## src/verilog/gpio_cmd_pkg.sv

```systemverilog
/*
 * Constants, register map and state type for the pin command interpreter.
 * Assumes one 25 MHz clock domain; imported by the interpreter top, the checker and the testbench.
 */
package gpio_cmd_pkg;

    // ------------------------------------------------------------------
    // Frame and pin geometry
    // ------------------------------------------------------------------
    localparam int PIN_N = 11;
    localparam int VEC_W = 32;
    localparam int FRAME_LEN = 9;
    localparam int RESP_LEN = 5;
    localparam int ERR_LEN = 1;

    // ------------------------------------------------------------------
    // Command codes
    // ------------------------------------------------------------------
    localparam logic [7:0] CMD_GET_FUNC = 8'h10;
    localparam logic [7:0] CMD_GET_DIR = 8'h11;
    localparam logic [7:0] CMD_GET_LVL = 8'h12;
    localparam logic [7:0] CMD_GET_STATE = 8'h13;
    localparam logic [7:0] CMD_SET_DIR = 8'h19;
    localparam logic [7:0] CMD_SET_LVL = 8'h1a;
    localparam logic [7:0] CMD_SET_STATE = 8'h1b;
    localparam logic [7:0] ERR_BYTE = 8'hff;

    // ------------------------------------------------------------------
    // Register map (byte addresses) and fields
    // ------------------------------------------------------------------
    localparam logic [7:0] REG_CTRL = 8'h00;
    localparam logic [7:0] REG_FUNC = 8'h04;
    localparam logic [7:0] REG_BOOT_DIR = 8'h08;
    localparam logic [7:0] REG_BOOT_LVL = 8'h0c;
    localparam logic [7:0] REG_DIR = 8'h10;
    localparam logic [7:0] REG_LVL = 8'h14;
    localparam logic [7:0] REG_STATE = 8'h18;
    localparam logic [7:0] REG_STAT = 8'h1c;
    localparam int CTRL_DIS_BIT = 0;
    localparam int CTRL_RELOAD_BIT = 1;
    localparam int STAT_BUSY_BIT = 0;
    localparam int STAT_DIS_BIT = 1;

    // ------------------------------------------------------------------
    // Reset values
    // ------------------------------------------------------------------
    localparam logic [PIN_N-1:0] FUNC_RST = 11'h7ff;
    localparam logic [PIN_N-1:0] DIR_RST = 11'h000;
    localparam logic [PIN_N-1:0] LVL_RST = 11'h7ff;
    localparam logic [PIN_N-1:0] STATE_RST = 11'h000;

    typedef enum logic [1:0]
    {
        S_RX = 2'b00,
        S_EXEC = 2'b01,
        S_TX = 2'b10
    } cmd_state_t;

endpackage

```

## src/verilog/gpio_cmd_interp.sv

```systemverilog
/*
 * Pin command interpreter: collects nine-byte request frames from a byte
 * stream, executes them on eleven general purpose pins and streams back
 * the answer. Assumes a network stack on the same clock that feeds and
 * drains bytes with valid/ready, a software master on the register port,
 * and pins that arrive asynchronously.
 */
// Added by the designer: the address map and the plain strobed port.
// Overview of operation
// - Request frame is nine bytes
// - Parameters are little-endian 32-bit pin vectors
// - Non-general pins: reads undefined, writes ignored
// - Valid command answered with five bytes
// - Unknown command answered with single 0FFh
// - Decode the seven command codes
// - No command changes pin function
// - Written settings are volatile only
// - Read functions: 1 means general purpose
// - Read directions: 1 output, 0 input
// - Read levels: 1 low-active, 0 high-active
// - Read states: 1 means pin active
// - Write directions under mask, return result
// - Direction value 1 output, 0 input
// - Parameter bytes ignored but always consumed
// - Boot loads direction and level defaults
// - Eleven pins implemented, bits 0-10
// - Option disables whole command interface
// - Write levels under mask, return result
// - Write states under mask, return result
`timescale 1ns/1ns
`default_nettype none

module gpio_cmd_interp
    import gpio_cmd_pkg::*;
(
    input wire logic ref_clk,
    input wire logic rstn,
    input wire logic [7:0] reg_addr,
    input wire logic [31:0] reg_wdata,
    input wire logic reg_wr,
    input wire logic reg_rd,
    output logic [31:0] reg_rdata,
    input wire logic rx_valid,
    input wire logic [7:0] rx_data,
    output logic rx_ready,
    output logic tx_valid,
    output logic [7:0] tx_data,
    input wire logic tx_ready,
    input wire logic [PIN_N-1:0] gpio_i,
    output logic [PIN_N-1:0] gpio_o,
    output logic [PIN_N-1:0] gpio_oe_n
);

    // ------------------------------------------------------------------
    // Helpers
    // ------------------------------------------------------------------
    function automatic logic [7:0] vec_byte(input logic [VEC_W-1:0] vec,
                                            input logic [2:0] idx);
        logic [7:0] res;
        res = 8'h00;
        case (idx)
            3'h0: res = vec[7:0];
            3'h1: res = vec[15:8];
            3'h2: res = vec[23:16];
            3'h3: res = vec[31:24];
            default: res = 8'h00;
        endcase
        return res;
    endfunction

    function automatic logic [PIN_N-1:0] masked_upd(input logic [PIN_N-1:0] old,
                                                    input logic [PIN_N-1:0] val,
                                                    input logic [PIN_N-1:0] msk);
        return (old & ~msk) | (val & msk);
    endfunction

    // ------------------------------------------------------------------
    // Declarations
    // ------------------------------------------------------------------
    cmd_state_t state_ff;
    cmd_state_t nxt_state;
    logic [3:0] rx_idx_ff;
    logic [3:0] nxt_rx_idx;
    logic [7:0] frame_ff [FRAME_LEN];
    logic rx_ready_ff;
    logic tx_valid_ff;
    logic [7:0] tx_data_ff;
    logic [2:0] tx_idx_ff;
    logic [2:0] tx_len_ff;
    logic [VEC_W-1:0] resp_vec_ff;
    logic [31:0] rdata_ff;
    logic dis_ff;
    logic [PIN_N-1:0] func_ff;
    logic [PIN_N-1:0] boot_dir_ff;
    logic [PIN_N-1:0] boot_lvl_ff;
    logic [PIN_N-1:0] dir_ff;
    logic [PIN_N-1:0] lvl_ff;
    logic [PIN_N-1:0] pin_state_ff;
    logic [PIN_N-1:0] pin_meta_ff;
    logic [PIN_N-1:0] pin_sync_ff;
    logic [PIN_N-1:0] gpio_o_ff;
    logic [PIN_N-1:0] gpio_oe_n_ff;
    logic [PIN_N-1:0] pin_now;

    // ------------------------------------------------------------------
    // Register port decode
    // ------------------------------------------------------------------
    wire wr_ctrl = reg_wr && (reg_addr == REG_CTRL);
    wire wr_func = reg_wr && (reg_addr == REG_FUNC);
    wire wr_boot_dir = reg_wr && (reg_addr == REG_BOOT_DIR);
    wire wr_boot_lvl = reg_wr && (reg_addr == REG_BOOT_LVL);
    // A reload stands for a reboot: every volatile change is dropped.
    // volatile restore
    wire reload = wr_ctrl && reg_wdata[CTRL_RELOAD_BIT];
    // Busy covers a partly collected frame as well as execution and answer.
    wire busy = (state_ff != S_RX) || (rx_idx_ff != 4'h0);
    wire [31:0] stat_word = {30'h0, dis_ff, busy};
    wire [31:0] rd_word =
        (reg_addr == REG_CTRL) ? {31'h0, dis_ff} :
        (reg_addr == REG_FUNC) ? {21'h0, func_ff} :
        (reg_addr == REG_BOOT_DIR) ? {21'h0, boot_dir_ff} :
        (reg_addr == REG_BOOT_LVL) ? {21'h0, boot_lvl_ff} :
        (reg_addr == REG_DIR) ? {21'h0, dir_ff} :
        (reg_addr == REG_LVL) ? {21'h0, lvl_ff} :
        (reg_addr == REG_STATE) ? {21'h0, pin_now} :
        (reg_addr == REG_STAT) ? stat_word : 32'h0;

    // ------------------------------------------------------------------
    // Frame collection
    // ------------------------------------------------------------------
    wire rx_take = rx_valid && rx_ready_ff;
    wire last_byte = rx_idx_ff == 4'(FRAME_LEN - 1);

    // Bytes that arrive while disabled are drained rather than stalled, so a
    // closed interface cannot back up the network stack.
    generate
        for (genvar i = 0; i < FRAME_LEN; i++)
        begin : g_frame
            always_ff @(posedge ref_clk or negedge rstn)
            begin
                if (!rstn)
                    frame_ff[i] <= 8'h00;
                else if (rx_take && !dis_ff && rx_idx_ff == 4'(i))
                    frame_ff[i] <= rx_data;
            end
        end
    endgenerate

    // ------------------------------------------------------------------
    // Command decode and execution
    // ------------------------------------------------------------------
    wire [7:0] cmd = frame_ff[0];
    wire [VEC_W-1:0] par1 = {frame_ff[4], frame_ff[3], frame_ff[2], frame_ff[1]};
    wire [VEC_W-1:0] par2 = {frame_ff[8], frame_ff[7], frame_ff[6], frame_ff[5]};
    wire [PIN_N-1:0] eff_mask = par1[PIN_N-1:0] & func_ff;
    wire [PIN_N-1:0] eff_val = par2[PIN_N-1:0];
    wire exec = state_ff == S_EXEC;
    wire is_set_dir = cmd == CMD_SET_DIR;
    wire is_set_lvl = cmd == CMD_SET_LVL;
    wire is_set_state = cmd == CMD_SET_STATE;
    wire cmd_ok = (cmd == CMD_GET_FUNC) || (cmd == CMD_GET_DIR)
        || (cmd == CMD_GET_LVL) || (cmd == CMD_GET_STATE)
        || is_set_dir || is_set_lvl || is_set_state;
    wire [PIN_N-1:0] dir_upd = masked_upd(dir_ff, eff_val, eff_mask);
    wire [PIN_N-1:0] lvl_upd = masked_upd(lvl_ff, eff_val, eff_mask);
    wire [PIN_N-1:0] state_upd = masked_upd(pin_state_ff, eff_val, eff_mask);
    // Output pins report the last written state, not the pad, so a heavily
    // loaded output still reads back what software asked for.
    // active means level matches polarity
    assign pin_now = (dir_ff & pin_state_ff) | (~dir_ff & (pin_sync_ff ^ lvl_ff));
    wire [PIN_N-1:0] ans_vec =
        (cmd == CMD_GET_FUNC) ? func_ff :
        (cmd == CMD_GET_DIR) ? dir_ff :
        (cmd == CMD_GET_LVL) ? lvl_ff :
        (cmd == CMD_GET_STATE) ? pin_now :
        is_set_dir ? dir_upd :
        is_set_lvl ? lvl_upd :
        is_set_state ? state_upd : {PIN_N{1'b0}};

    // ------------------------------------------------------------------
    // Sequencing
    // ------------------------------------------------------------------
    // The answer length is latched at execution, so the answer cannot be
    // stretched or cut by anything that happens while it drains.
    wire tx_take = tx_valid_ff && tx_ready;
    wire tx_done = tx_take && (tx_idx_ff + 3'h1 == tx_len_ff);

    always_comb
    begin
        nxt_state = state_ff;
        nxt_rx_idx = rx_idx_ff;
        case (state_ff)
            S_RX:
            begin
                if (dis_ff)
                    nxt_rx_idx = 4'h0;
                else if (rx_take && last_byte)
                begin
                    nxt_rx_idx = 4'h0;
                    nxt_state = S_EXEC;
                end
                else if (rx_take)
                    nxt_rx_idx = rx_idx_ff + 4'h1;
            end
            S_EXEC:
                nxt_state = S_TX;
            S_TX:
            begin
                if (tx_done)
                    nxt_state = S_RX;
            end
            default:
            begin
                nxt_state = S_RX;
                nxt_rx_idx = 4'h0;
            end
        endcase
    end

    always_ff @(posedge ref_clk or negedge rstn)
    begin
        if (!rstn)
        begin
            state_ff <= S_RX;
            rx_idx_ff <= 4'h0;
            rx_ready_ff <= 1'b0;
        end
        else
        begin
            state_ff <= nxt_state;
            rx_idx_ff <= nxt_rx_idx;
            // The input reopens only after the last answer byte has gone,
            // so a host that breaks the wait rule cannot overlap frames.
            rx_ready_ff <= nxt_state == S_RX;
        end
    end

    // ------------------------------------------------------------------
    // Answer stream
    // ------------------------------------------------------------------
    always_ff @(posedge ref_clk or negedge rstn)
    begin
        if (!rstn)
        begin
            tx_valid_ff <= 1'b0;
            tx_data_ff <= 8'h00;
            tx_idx_ff <= 3'h0;
            tx_len_ff <= 3'h0;
            resp_vec_ff <= 32'h0;
        end
        else if (exec)
        begin
            tx_valid_ff <= 1'b1;
            tx_idx_ff <= 3'h0;
            // The vector is frozen here; later pin changes do not alter bytes
            // that are still waiting for the sink.
            resp_vec_ff <= {21'h0, ans_vec};
            tx_data_ff <= cmd_ok ? cmd : ERR_BYTE;
            tx_len_ff <= cmd_ok ? 3'(RESP_LEN) : 3'(ERR_LEN);
        end
        else if (tx_done)
            tx_valid_ff <= 1'b0;
        else if (tx_take)
        begin
            tx_idx_ff <= tx_idx_ff + 3'h1;
            tx_data_ff <= vec_byte(resp_vec_ff, tx_idx_ff);
        end
    end

    // ------------------------------------------------------------------
    // Configuration and volatile pin state
    // ------------------------------------------------------------------
    always_ff @(posedge ref_clk or negedge rstn)
    begin
        if (!rstn)
        begin
            dis_ff <= 1'b0;
            func_ff <= FUNC_RST;
            boot_dir_ff <= DIR_RST;
            boot_lvl_ff <= LVL_RST;
        end
        else
        begin
            if (wr_ctrl)
                dis_ff <= reg_wdata[CTRL_DIS_BIT];
            if (wr_func)
                func_ff <= reg_wdata[PIN_N-1:0];
            if (wr_boot_dir)
                boot_dir_ff <= reg_wdata[PIN_N-1:0];
            if (wr_boot_lvl)
                boot_lvl_ff <= reg_wdata[PIN_N-1:0];
        end
    end

    // Boot values win over a command executing in the same cycle.
    // boot defaults load
    always_ff @(posedge ref_clk or negedge rstn)
    begin
        if (!rstn)
        begin
            dir_ff <= DIR_RST;
            lvl_ff <= LVL_RST;
            pin_state_ff <= STATE_RST;
        end
        else if (reload)
        begin
            dir_ff <= boot_dir_ff;
            lvl_ff <= boot_lvl_ff;
            pin_state_ff <= STATE_RST;
        end
        else if (exec)
        begin
            if (is_set_dir)
                dir_ff <= dir_upd;
            if (is_set_lvl)
                lvl_ff <= lvl_upd;
            if (is_set_state)
                pin_state_ff <= state_upd;
        end
    end

    // ------------------------------------------------------------------
    // Pins and read port
    // ------------------------------------------------------------------
    // Pins with a dedicated function are never driven from here.
    always_ff @(posedge ref_clk or negedge rstn)
    begin
        if (!rstn)
        begin
            pin_meta_ff <= {PIN_N{1'b0}};
            pin_sync_ff <= {PIN_N{1'b0}};
            gpio_o_ff <= {PIN_N{1'b0}};
            gpio_oe_n_ff <= {PIN_N{1'b1}};
            rdata_ff <= 32'h0;
        end
        else
        begin
            // Only the second synchroniser stage is read by any logic.
            pin_meta_ff <= gpio_i;
            pin_sync_ff <= pin_meta_ff;
            gpio_o_ff <= pin_state_ff ^ lvl_ff;
            gpio_oe_n_ff <= ~(dir_ff & func_ff);
            // Read data fall back to zero after one cycle, so a stale word is
            // never taken for a fresh one.
            if (reg_rd)
                rdata_ff <= rd_word;
            else
                rdata_ff <= 32'h0;
        end
    end

    assign reg_rdata = rdata_ff;
    assign rx_ready = rx_ready_ff;
    assign tx_valid = tx_valid_ff;
    assign tx_data = tx_data_ff;
    assign gpio_o = gpio_o_ff;
    assign gpio_oe_n = gpio_oe_n_ff;

endmodule

`default_nettype wire

```

## config.mk

```make
export PLATFORM = sky130hd
export DESIGN_NAME = gpio_cmd_interp
export DESIGN_NICKNAME = d
export VERILOG_FILES = /design/src/verilog/gpio_cmd_pkg.sv /design/src/verilog/gpio_cmd_interp.sv
export SDC_FILE = /design/constraint.sdc
export NUM_CORES = 1
export LEC_CHECK = 0
export ABC_AREA = 1
export BUFFER_PORTS_ARGS = -buffer_cell sky130_fd_sc_hd__buf_4
export CAP_MARGIN = 10
export CORE_ASPECT_RATIO = 1.75
export CORE_MARGIN = 8
export CORE_UTILIZATION = 44
export CTS_BUF_LIST = sky130_fd_sc_hd__clkbuf_16
export DETAILED_ROUTE_END_ITERATION = 6
export GPL_ROUTABILITY_DRIVEN = 1
export PLACE_DENSITY_LB_ADDON = 0.1
export SYNTH_ARGS = -nofsm -noshare
export SYNTH_HDL_FRONTEND = slang
export SYNTH_SLANG_ARGS = --single-unit
```

## constraint.sdc

```tcl
create_clock -name ref_clk -period 2.25 [get_ports ref_clk]
set_input_delay 0.1125 -clock ref_clk [delete_from_list [all_inputs] [get_ports ref_clk]]
set_output_delay 0.1125 -clock ref_clk [all_outputs]
set_load 0.02 [all_outputs]
```

Yosys cells after proc, flatten, opt, wreduce, memory -nomap -nowiden
Cells that the tools add are included.
{"block": "word_totals", "reg_bits": 206, "input_bits": 65, "output_inout_bits": 64, "word_cells": 156}
{"block": "classes", "n_addsub": 2, "eq_ne": 25, "n_mux": 44, "n_bitwise": 18, "reduce_logical": 42}
{"op": "2-to-1 mux 11 bit", "n": 24}
{"op": "bitwise AND 11 bit", "n": 8}
{"op": "equality test 8 x 5 -> 1 bit (second input constant)", "n": 11}
{"op": "bitwise OR 11 bit", "n": 4}
{"op": "NOT 11 bit", "n": 3}
{"op": "2-to-1 mux 8 bit", "n": 4}
{"op": "bitwise XOR 11 bit", "n": 2}
{"op": "equality test 8 x 4 -> 1 bit (second input constant)", "n": 2}
{"op": "one-hot mux 8 bit (2 select lines)", "n": 1}
{"op": "logical AND 1 bit", "n": 15}
{"op": "nonzero test 2 bit", "n": 7}
{"op": "2-to-1 mux 3 bit", "n": 4}
{"op": "2-to-1 mux 4 bit", "n": 3}
{"op": "AND reduction 2 bit", "n": 5}
{"op": "equality test 4 x 3 -> 1 bit (second input constant)", "n": 2}
{"op": "equality test 8 x 3 -> 1 bit (second input constant)", "n": 1}
{"op": "logical NOT 8 bit", "n": 1}
{"op": "2-to-1 mux 2 bit", "n": 4}
{"op": "one-hot mux 4 bit (2 select lines)", "n": 1}
{"op": "logical OR 1 bit", "n": 7}
{"op": "one-hot mux 2 bit (3 select lines)", "n": 1}
{"op": "adder 4 x 1 -> 4 bit (second input constant)", "n": 1}
{"op": "equality test 4 x 1 -> 1 bit (second input constant)", "n": 1}
{"op": "equality test 4 x 2 -> 1 bit (second input constant)", "n": 1}
{"op": "16 further kinds", "n": 18}

Depth between registers and ports, before layout
Gate-level depths: netlist of the first run.
{"block": "depth", "ltp_word": 11, "depth_mapped": 12, "ltp_nobuf": 11}

Least setup slack after synthesis of the first run
Ideal clock, no wire load.
{"block": "synth_timing", "kind": "register to register", "from": "register tx_idx_ff[0]", "to": "register tx_data_ff[3] (netlist: tx_data[3])", "setup_time_ps": 87, "arrival_time_ps": 1565, "required_time_ps": 2163, "setup_slack_ps": 599, "stages_incl_launch_ff": 12, "path_buffers": 0, "period_less_slack_ps": 1651, "cell_sequence": "dfrtp_1 > inv_1 > ha_1 > inv_1 > nand2_1 > a21oi_1 > nand3_1 > nand2_1 > nand2_2 > inv_1 > nand2_1 > o211ai_1"}
{"block": "synth_via", "elab_chain_len": 5, "word_cells_on_any_way": 11, "classes_between": "add/sub: 1; eq/ne: 3; mux: 4; reduce/logical: 3"}
{"item": "start: declaration", "line": "gpio_cmd_interp.sv:88", "text": "logic [2:0] tx_idx_ff;"}
{"item": "start signal: assignment", "line": "gpio_cmd_interp.sv:265", "text": "tx_idx_ff <= tx_idx_ff + 3'h1;"}
{"item": "adder 3 x 1 -> 3 bit, or another cell as far along", "line": "gpio_cmd_interp.sv:186", "text": "wire tx_done = tx_take && (tx_idx_ff + 3'h1 == tx_len_ff);"}
{"item": "equality test 3 bit or one-hot mux 8 bit (2 select lines) (tied branches)", "line": "gpio_cmd_interp.sv:186, gpio_cmd_interp.sv:61"}
{"item": "logical AND 1 bit or 2-to-1 mux 8 bit (tied branches)", "line": "gpio_cmd_interp.sv:186, gpio_cmd_interp.sv:263"}
{"item": "inequality test 2 bit (no source line) or 2-to-1 mux 8 bit (tied branches)"}
{"item": "AND reduction 2 bit (no source line) or 2-to-1 mux 8 bit (tied branches)"}
{"item": "end signal: assignment", "line": "gpio_cmd_interp.sv:258", "text": "tx_data_ff <= cmd_ok ? cmd : ERR_BYTE;"}
{"item": "end signal: assignment", "line": "gpio_cmd_interp.sv:266", "text": "tx_data_ff <= vec_byte(resp_vec_ff, tx_idx_ff);"}
{"item": "end: declaration", "line": "gpio_cmd_interp.sv:87", "text": "logic [7:0] tx_data_ff;"}
Several ways; a longest one is shown, not always the timed one. The select of a mux whose other input is x is not followed.
A chain may end at the register's enable or synchronous reset.

Final worst setup path of the first run
Ends and elaborated chain as after synthesis.

==> run metrics, run 1 <==
ANT cells 0; largest family of logic cells by synthesized area simple AND/OR/NAND/NOR gates; Sw Share 35.1%; Worst Path Required 2.62 ns; Die Ht 210 um; GRT overflow 0; Reg-to-Reg End tx_data[3]; Final setup viols 0; clock share of power 31.6%; Slew Limit Fails 0; H-tree Lvls 4; Port Buf Inserts 86; first-pass GRT wire length 44.5 mm; Fin Setup TNS 0 ns; worst hold path depth 3; Critical Path AT roughly 2.4 ns; sequential cell area fraction in the yosys report 49.4%; DR WL/cell ~18 um; most frequent cells in the layout nand2_1 (363), dfrtp_1 (140), buf_4 (114), inv_1 (108), o21ai_0 (105); # nets final 1361; MaxCap Viol Count 0; Post-Syn Instances roughly 1200; Die X ~130 um; status complete, no violations; Worst Hold Class input port to flop; Placer Congestion 0.871; CP max-delay cell dfrtp_1; sequential cell area ~0.0047 mm^2; Max Freq 500 MHz; RSZ-0062 raised after global routing false; Synth Area in Simple Gates 27.9%; Post-synth EDFFs 0; DP HPWL about 21 mm; R2R setup slack 0.25 ns; minimum clock period after layout 2.00 ns; fill count 2049; clock skew 0.0112 ns; post-synthesis compound-gate area fraction between 10% and 20%; standard-cell rows 71; top-area cell type share of the netlist area 37.2%; switching power total 3440 uW; via count 8079; final wirelength about 28 mm; commonest non-fill, non-tap cell in the layout nand2_1; share of layout cells above drive strength 1 19.0%; drt via density 5.20; R2R depth 11; Primary FF master, synth dfrtp_1; critical path class flop to flop; Seq cells post-synth 184; Netlist cell types 42; cell taking the most area after synthesis dfrtp_1; final hold violation count 0; Crit Path Max Fanout 7; worst vdd ir between 600 and 700 uV; CP Capture Type flop; Worst-Skew Late Latency 0.45 ns; vias in the first global route 8255; final core utilization 52.7%; Sequential Power Share ~44%; Ports 129; P&R area growth vs syn 18.7%; Async SR Flop Fraction 100%; Worst R2R Start tx_idx_ff[0]; yosys warns 0; drt pass-1 iters 5; Worst Path Buf+Inv 3; Critical Path, Cell by Cell inv_1, ha_1, inv_1, nand2_1, a21oi_1, nand3_1, nand2_1, nand2_2, inv_1, nand2_1, o211ai_1; initial DRC count 473; total track usage 21.9%; PD cells 875 mW/mm^2; CTS Root Cell clkbuf_16; die area 0.0266 mm^2; DRC violations left 0; Worst-path clk slew 0.07 ns; Post-Synth Adder-Cell Area under 10%; CTS tree yes; largest net degree at the start of global routing 61; leading post-synthesis cells by cell area dfrtp_1 (37%), nand2_1 (14%), dfstp_2 (12%); HP Start rx_data[1]; CP max stage delay 0.41 ns; leakage around 0.0056 uW; antenna violations before repair 0; Slew @ Worst Pin 0.778 ns; Int Power about 6400 uW; Netlist Area Pre-Place 0.00943 mm^2; mux cell area share after synthesis 0%; ANT nets after route 0; Syn Area/Cell 8.09 um^2; CTS buffer count 17; combinational power share 24.6%; CP Launch Type flop; Hold Path End cmd[1]; Slew HR 48.2%; xor and xnor fraction of the mapped netlist area 1.95%; multi-input logic area 0.00400 mm^2; Core ar. 0.0212 mm^2; CTS sink count 184; postcts setup bufs 0; Final period util 88.8%; critical path's top delay family simple AND/OR/NAND/NOR gates; CTS max path bufs 2; Initial Util 44.4%
-- final cells by class --
cell class                 instances  share of cell area [%]
sequential                       184                    41.6
multi-input combinational        824                    35.8
timing repair buffer             142                    10.5
inverter                         116                    3.91
clock buffer                      17                    3.80
tap                              255                    2.85
clock inverter                    15                    1.50
-- per-layer routing --
| layer | global-route usage (%) | share of wire, % |
|---|---|---|
| met3 | 3.94 | 4.6 |
| met2 | 38.2 | 51 |
| met5 | 0 | 0 |
| met4 | 13.2 | 5.0 |
| met1 | 24.2 | 40 |
-- timing repair --
item | 4_1_cts | 5_1_grt
hold buffers | 23 | 0
endpoints found under the hold margin | 93 | 0
gates resized for setup | 0 | 0
-- cell usage after synthesis, types with 4 or more instances --
cell / number
a21oi_1: 43
buf_2: 12
buf_4: 25
buf_6: 8
clkbuf_1: 16
dfrtp_1: 140
dfstp_2: 44
ha_1: 11
inv_1: 107
inv_2: 7
nand2_1: 363
nand3_1: 103
nand3_2: 24
nand4_1: 7
nor2_1: 68
nor2_2: 7
nor3_1: 4
o211ai_1: 11
o21ai_0: 105
o21ai_1: 9
xnor2_1: 9
xor2_1: 12
-- registers in the layout, indices dropped and copies added (netlist names), 2 cells and up --
register / count
boot_dir_ff: 11
boot_lvl_ff: 11
cmd: 8
dir_ff: 11
eff_val: 11
frame_ff: 11
func_ff: 11
gpio_o: 11
gpio_oe_n: 11
lvl_ff: 11
pin_meta_ff: 11
pin_state_ff: 11
pin_sync_ff: 11
reg_rdata: 11
resp_vec_ff: 11
rx_idx_ff: 4
state_ff: 2
tx_data: 8
tx_idx_ff: 3
tx_len_ff: 2
-- kinds of logic after synthesis --
| logic type | after synthesis |
|---|---|
| adder cells (fa/ha/maj) | 11 |
| XOR/XNOR | 21 |
| flip-flops | 184 |
| other | 1 |
| AO/OA/AOI/OAI | 181 |
| buffers and inverters | 178 |
| AND/OR/NAND/NOR | 590 |
-- worst max path at each step --
| stage | to | from | slack (ns) | depth (start not counted) |
|---|---|---|---|---|
| 2_1_floorplan | tx_data[3] | tx_idx_ff[0] | 0.60 | 11 |
| 3_3_place_gp | tx_data[3] | tx_idx_ff[0] | 0.27 | 11 |
| 3_5_place_dp | tx_data[3] | tx_idx_ff[0] | 0.26 | 11 |
| 4_1_cts | tx_data[3] | tx_idx_ff[0] | 0.24 | 11 |
| 5_1_grt | tx_idx_ff[0] | tx_idx_ff[0] | 0.04 | 11 |
| 6_report | tx_data[3] | tx_idx_ff[0] | 0.25 | 11 |
-- through the flow --
stage | worst slack (ns) | hold slack (ns) | cells | power, uW | area [um^2]
after floorplan | 0.599 | -0.183 | 1186 | 5790 | 9500
after global placement | 0.269 | 0.137 | 1498 | 6670 | 10400
after detailed placement | 0.259 | 0.147 | 1498 | 6710 | 10400
after CTS | 0.241 | 0.00181 | 1553 | 9850 | 11200
after global routing | 0.0398 | 0.0198 | 1553 | 10300 | 11200
final | 0.252 | 0.00640 | 1553 | 9790 | 11200
-- power by group through the flow --
stage,registers (uW),logic [uW],clock network (uW)
detailed placement,4340,2370,0
global route,4350,2700,3260
CTS,4290,2410,3150
finish,4290,2410,3090
floorplan,4280,1510,0
global placement,4330,2330,0
-- tightest hold or removal path: cells and delay by family --
kind / cells / cell delay [ns]
compound gates: 1 / 0.15
buf+inv: 2 / 0.15
(Power assumes the default switching activity.)
==> run 2: changes to the inputs <==
==> constraint.sdc (replaced) <==
create_clock -name ref_clk -period 2.4 [get_ports ref_clk]
set_input_delay 0.12 -clock ref_clk [delete_from_list [all_inputs] [get_ports ref_clk]]
set_output_delay 0.12 -clock ref_clk [all_outputs]
set_load 0.02 [all_outputs]
==> run 2 against run 1 <==
Via count fell by 1.3%. Design area fell by 0.57%. Critical path depth decreased by 2. Register-to-register slack better by 0.15 ns. Clock power down 8.4%. First-iteration DRC count is 11% higher. Non-clock buffer count down 7. Critical path type unchanged. Largest cell class unchanged. Highest routed layer unchanged.
==> run metrics, run 2 (synthesis gave the netlist of run 1 again) <==
status complete, no violations (unchanged); DR WL/cell 17.7 um (was 18.0 um); initial DRC count 525 (was 473); Finished Layout Cells 1546 (was 1553); Crit Path Max Fanout 4 (was 7); sequential cell area 0.00466 mm^2 (unchanged); Slew @ Worst Pin 0.789 ns (was 0.778 ns); R2R depth 9 (was 11); share of layout cells above drive strength 1 18.6% (was 19.0%); CTS Root Cell clkbuf_16 (unchanged); leakage 0.00551 uW (was 0.00555 uW); pre-CTS setup slack 0.367 ns (was 0.259 ns); via count 7971 (was 8079); Final setup viols 0 (unchanged); CTS resizes 0 (unchanged); total track usage 21.3% (was 21.9%); Slew Limit Fails 0 (unchanged); minimum clock period after layout 2.00 ns (about the same); CP Launch Type flop (unchanged); commonest non-fill, non-tap cell in the layout nand2_1 (unchanged); Die X 127 um (unchanged); vias in the first global route 7947 (was 8255); drt via density 5.16 (was 5.20); DRC violations left 0 (unchanged); ANT nets after route 0 (unchanged); PD cells 814 mW/mm^2 (was 875 mW/mm^2); Core ar. 0.0212 mm^2 (unchanged); first-pass GRT wire length 43.5 mm (was 44.5 mm); final wirelength 27.4 mm (was 28.0 mm); Worst-path clk slew 0.07 ns (about the same); # nets final 1354 (was 1361); CTS sink count 184 (unchanged); RSZ-0062 raised after global routing false (unchanged); Port Buf Inserts 86 (unchanged); Final period util 83.2% (was 88.8%); Tot Pwr 9060 uW (was 9790 uW); final worst setup slack 0.402 ns (was 0.252 ns); Worst Path Required 2.75 ns (was 2.62 ns); H-tree Lvls 4 (unchanged); Placer Congestion 0.885 (was 0.871); postcts setup bufs 0 (unchanged); ANT cells 0 (unchanged); final hold violation count 0 (unchanged); drt pass-1 iters 5 (unchanged); CTS max path bufs 2 (unchanged); CTS buffer count 17 (unchanged); die area 0.0266 mm^2 (unchanged); cts hold-fix bufs 23 (unchanged); Worst-Skew Late Latency 0.45 ns (about the same); Fin Setup TNS 0 ns (unchanged); most frequent cells in the layout nand2_1 (363), dfrtp_1 (140), inv_1 (107), buf_4 (107), o21ai_0 (105) (was nand2_1 (363), dfrtp_1 (140), buf_4 (114), inv_1 (108), o21ai_0 (105)); CP Capture Type flop (unchanged); final instance area 0.0111 mm^2 (was 0.0112 mm^2); P&R area growth vs syn 18.0% (was 18.7%); multi-input logic area 0.00400 mm^2 (unchanged); antenna violations before repair 0 (unchanged); DP HPWL 20.4 mm (was 20.8 mm); critical path class flop to flop (unchanged); Worst Hold Class input port to flop (unchanged); worst vdd ir 477 uV (was 616 uV); GRT overflow 0 (unchanged); largest net degree at the start of global routing 78 (was 61); Slew HR 47.4% (was 48.2%); Critical Path AT 2.35 ns (was 2.37 ns); MaxCap Viol Count 0 (unchanged); Ports 129 (unchanged); CTS tree yes (unchanged); worst hold path depth 3 (unchanged); Max Freq 501 MHz (was 500 MHz); standard-cell rows 71 (unchanged); Initial Util 44.4% (unchanged); placed cell count 1491 (was 1498); placed cell area 0.0103 mm^2 (was 0.0104 mm^2); clock skew 0.00756 ns (was 0.0112 ns); fill count 2065 (was 2049); Die Ht 210 um (unchanged)
run 2: changes by cell type in the layout (fill, tap and decap cells not counted):
cell / previous run / this run
clkinv_4: 2 / 4
clkinvlp_4: 2 / 1
inv_1: 108 / 107
clkinv_1: 1 / 2
bufinv_16: 2 / 1
inv_8: 2 / 4
buf_4: 114 / 107
clkinv_2: 1 / 0
inv_6: 5 / 4
run 2: worst paths after layout:
path	slack, ns	end	from
hold / removal	0.003	frame_ff[49]	rx_data[1]
min in group asynchronous	0.26	pin_meta_ff[9]	rstn
max in group asynchronous	1.37	gpio_oe_n[3]	rstn
hold reg to reg	0.35	pin_sync_ff[8]	pin_meta_ff[8]
setup reg to reg	0.40	rx_ready	tx_idx_ff[0]
setup / recovery	0.40	rx_ready	tx_idx_ff[0]
run 2: power breakdown:
group / leakage (uW) / internal (uW) / switching, uW / total, uW
clock: 0.000284 / 1470 / 1360 / 2830
combinational: 0.00299 / 765 / 1470 / 2230
sequential: 0.00224 / 3620 / 382 / 4000
total: 0.00551 / 5860 / 3210 / 9060
run 2: final cells by class:
| type | count | area share [%] |
|---|---|---|
| clock inverter | 15 | 1.41 |
| multi-input combinational | 824 | 36.0 |
| timing repair buffer | 135 | 10.1 |
| inverter | 116 | 3.93 |
| clock buffer | 17 | 3.82 |
| tap | 255 | 2.87 |
| sequential | 184 | 41.9 |
run 2: metal layers:
metal	up-vias	GRT usage (%)	share of wire (%)
met3	48	3.63	4.7
met4	0	8.49	3.0
met5	-	0	0
li1	3923	-	-
met2	251	38.3	52
met1	3749	24.6	40
run 2: per-stage QoR:
step	hold slack, ns	utilization (%)
3_3_place_gp	0.198	48.6
5_1_grt	0.0208	52.4
4_1_cts	0.00226	52.4
6_report	0.00283	52.4
3_5_place_dp	0.205	48.6
2_1_floorplan	-0.176	-
run 2: critical path: stages, from the launching register on:
cell,delay [ns]
dfrtp_1,0.40
inv_1,0.10
ha_1,0.30
inv_1,0.07
nand2_1,0.05
a21oi_1,0.16
nand4_1,0.30
nand3_1,0.15
o21ai_0,0.13
o21ai_0,0.25
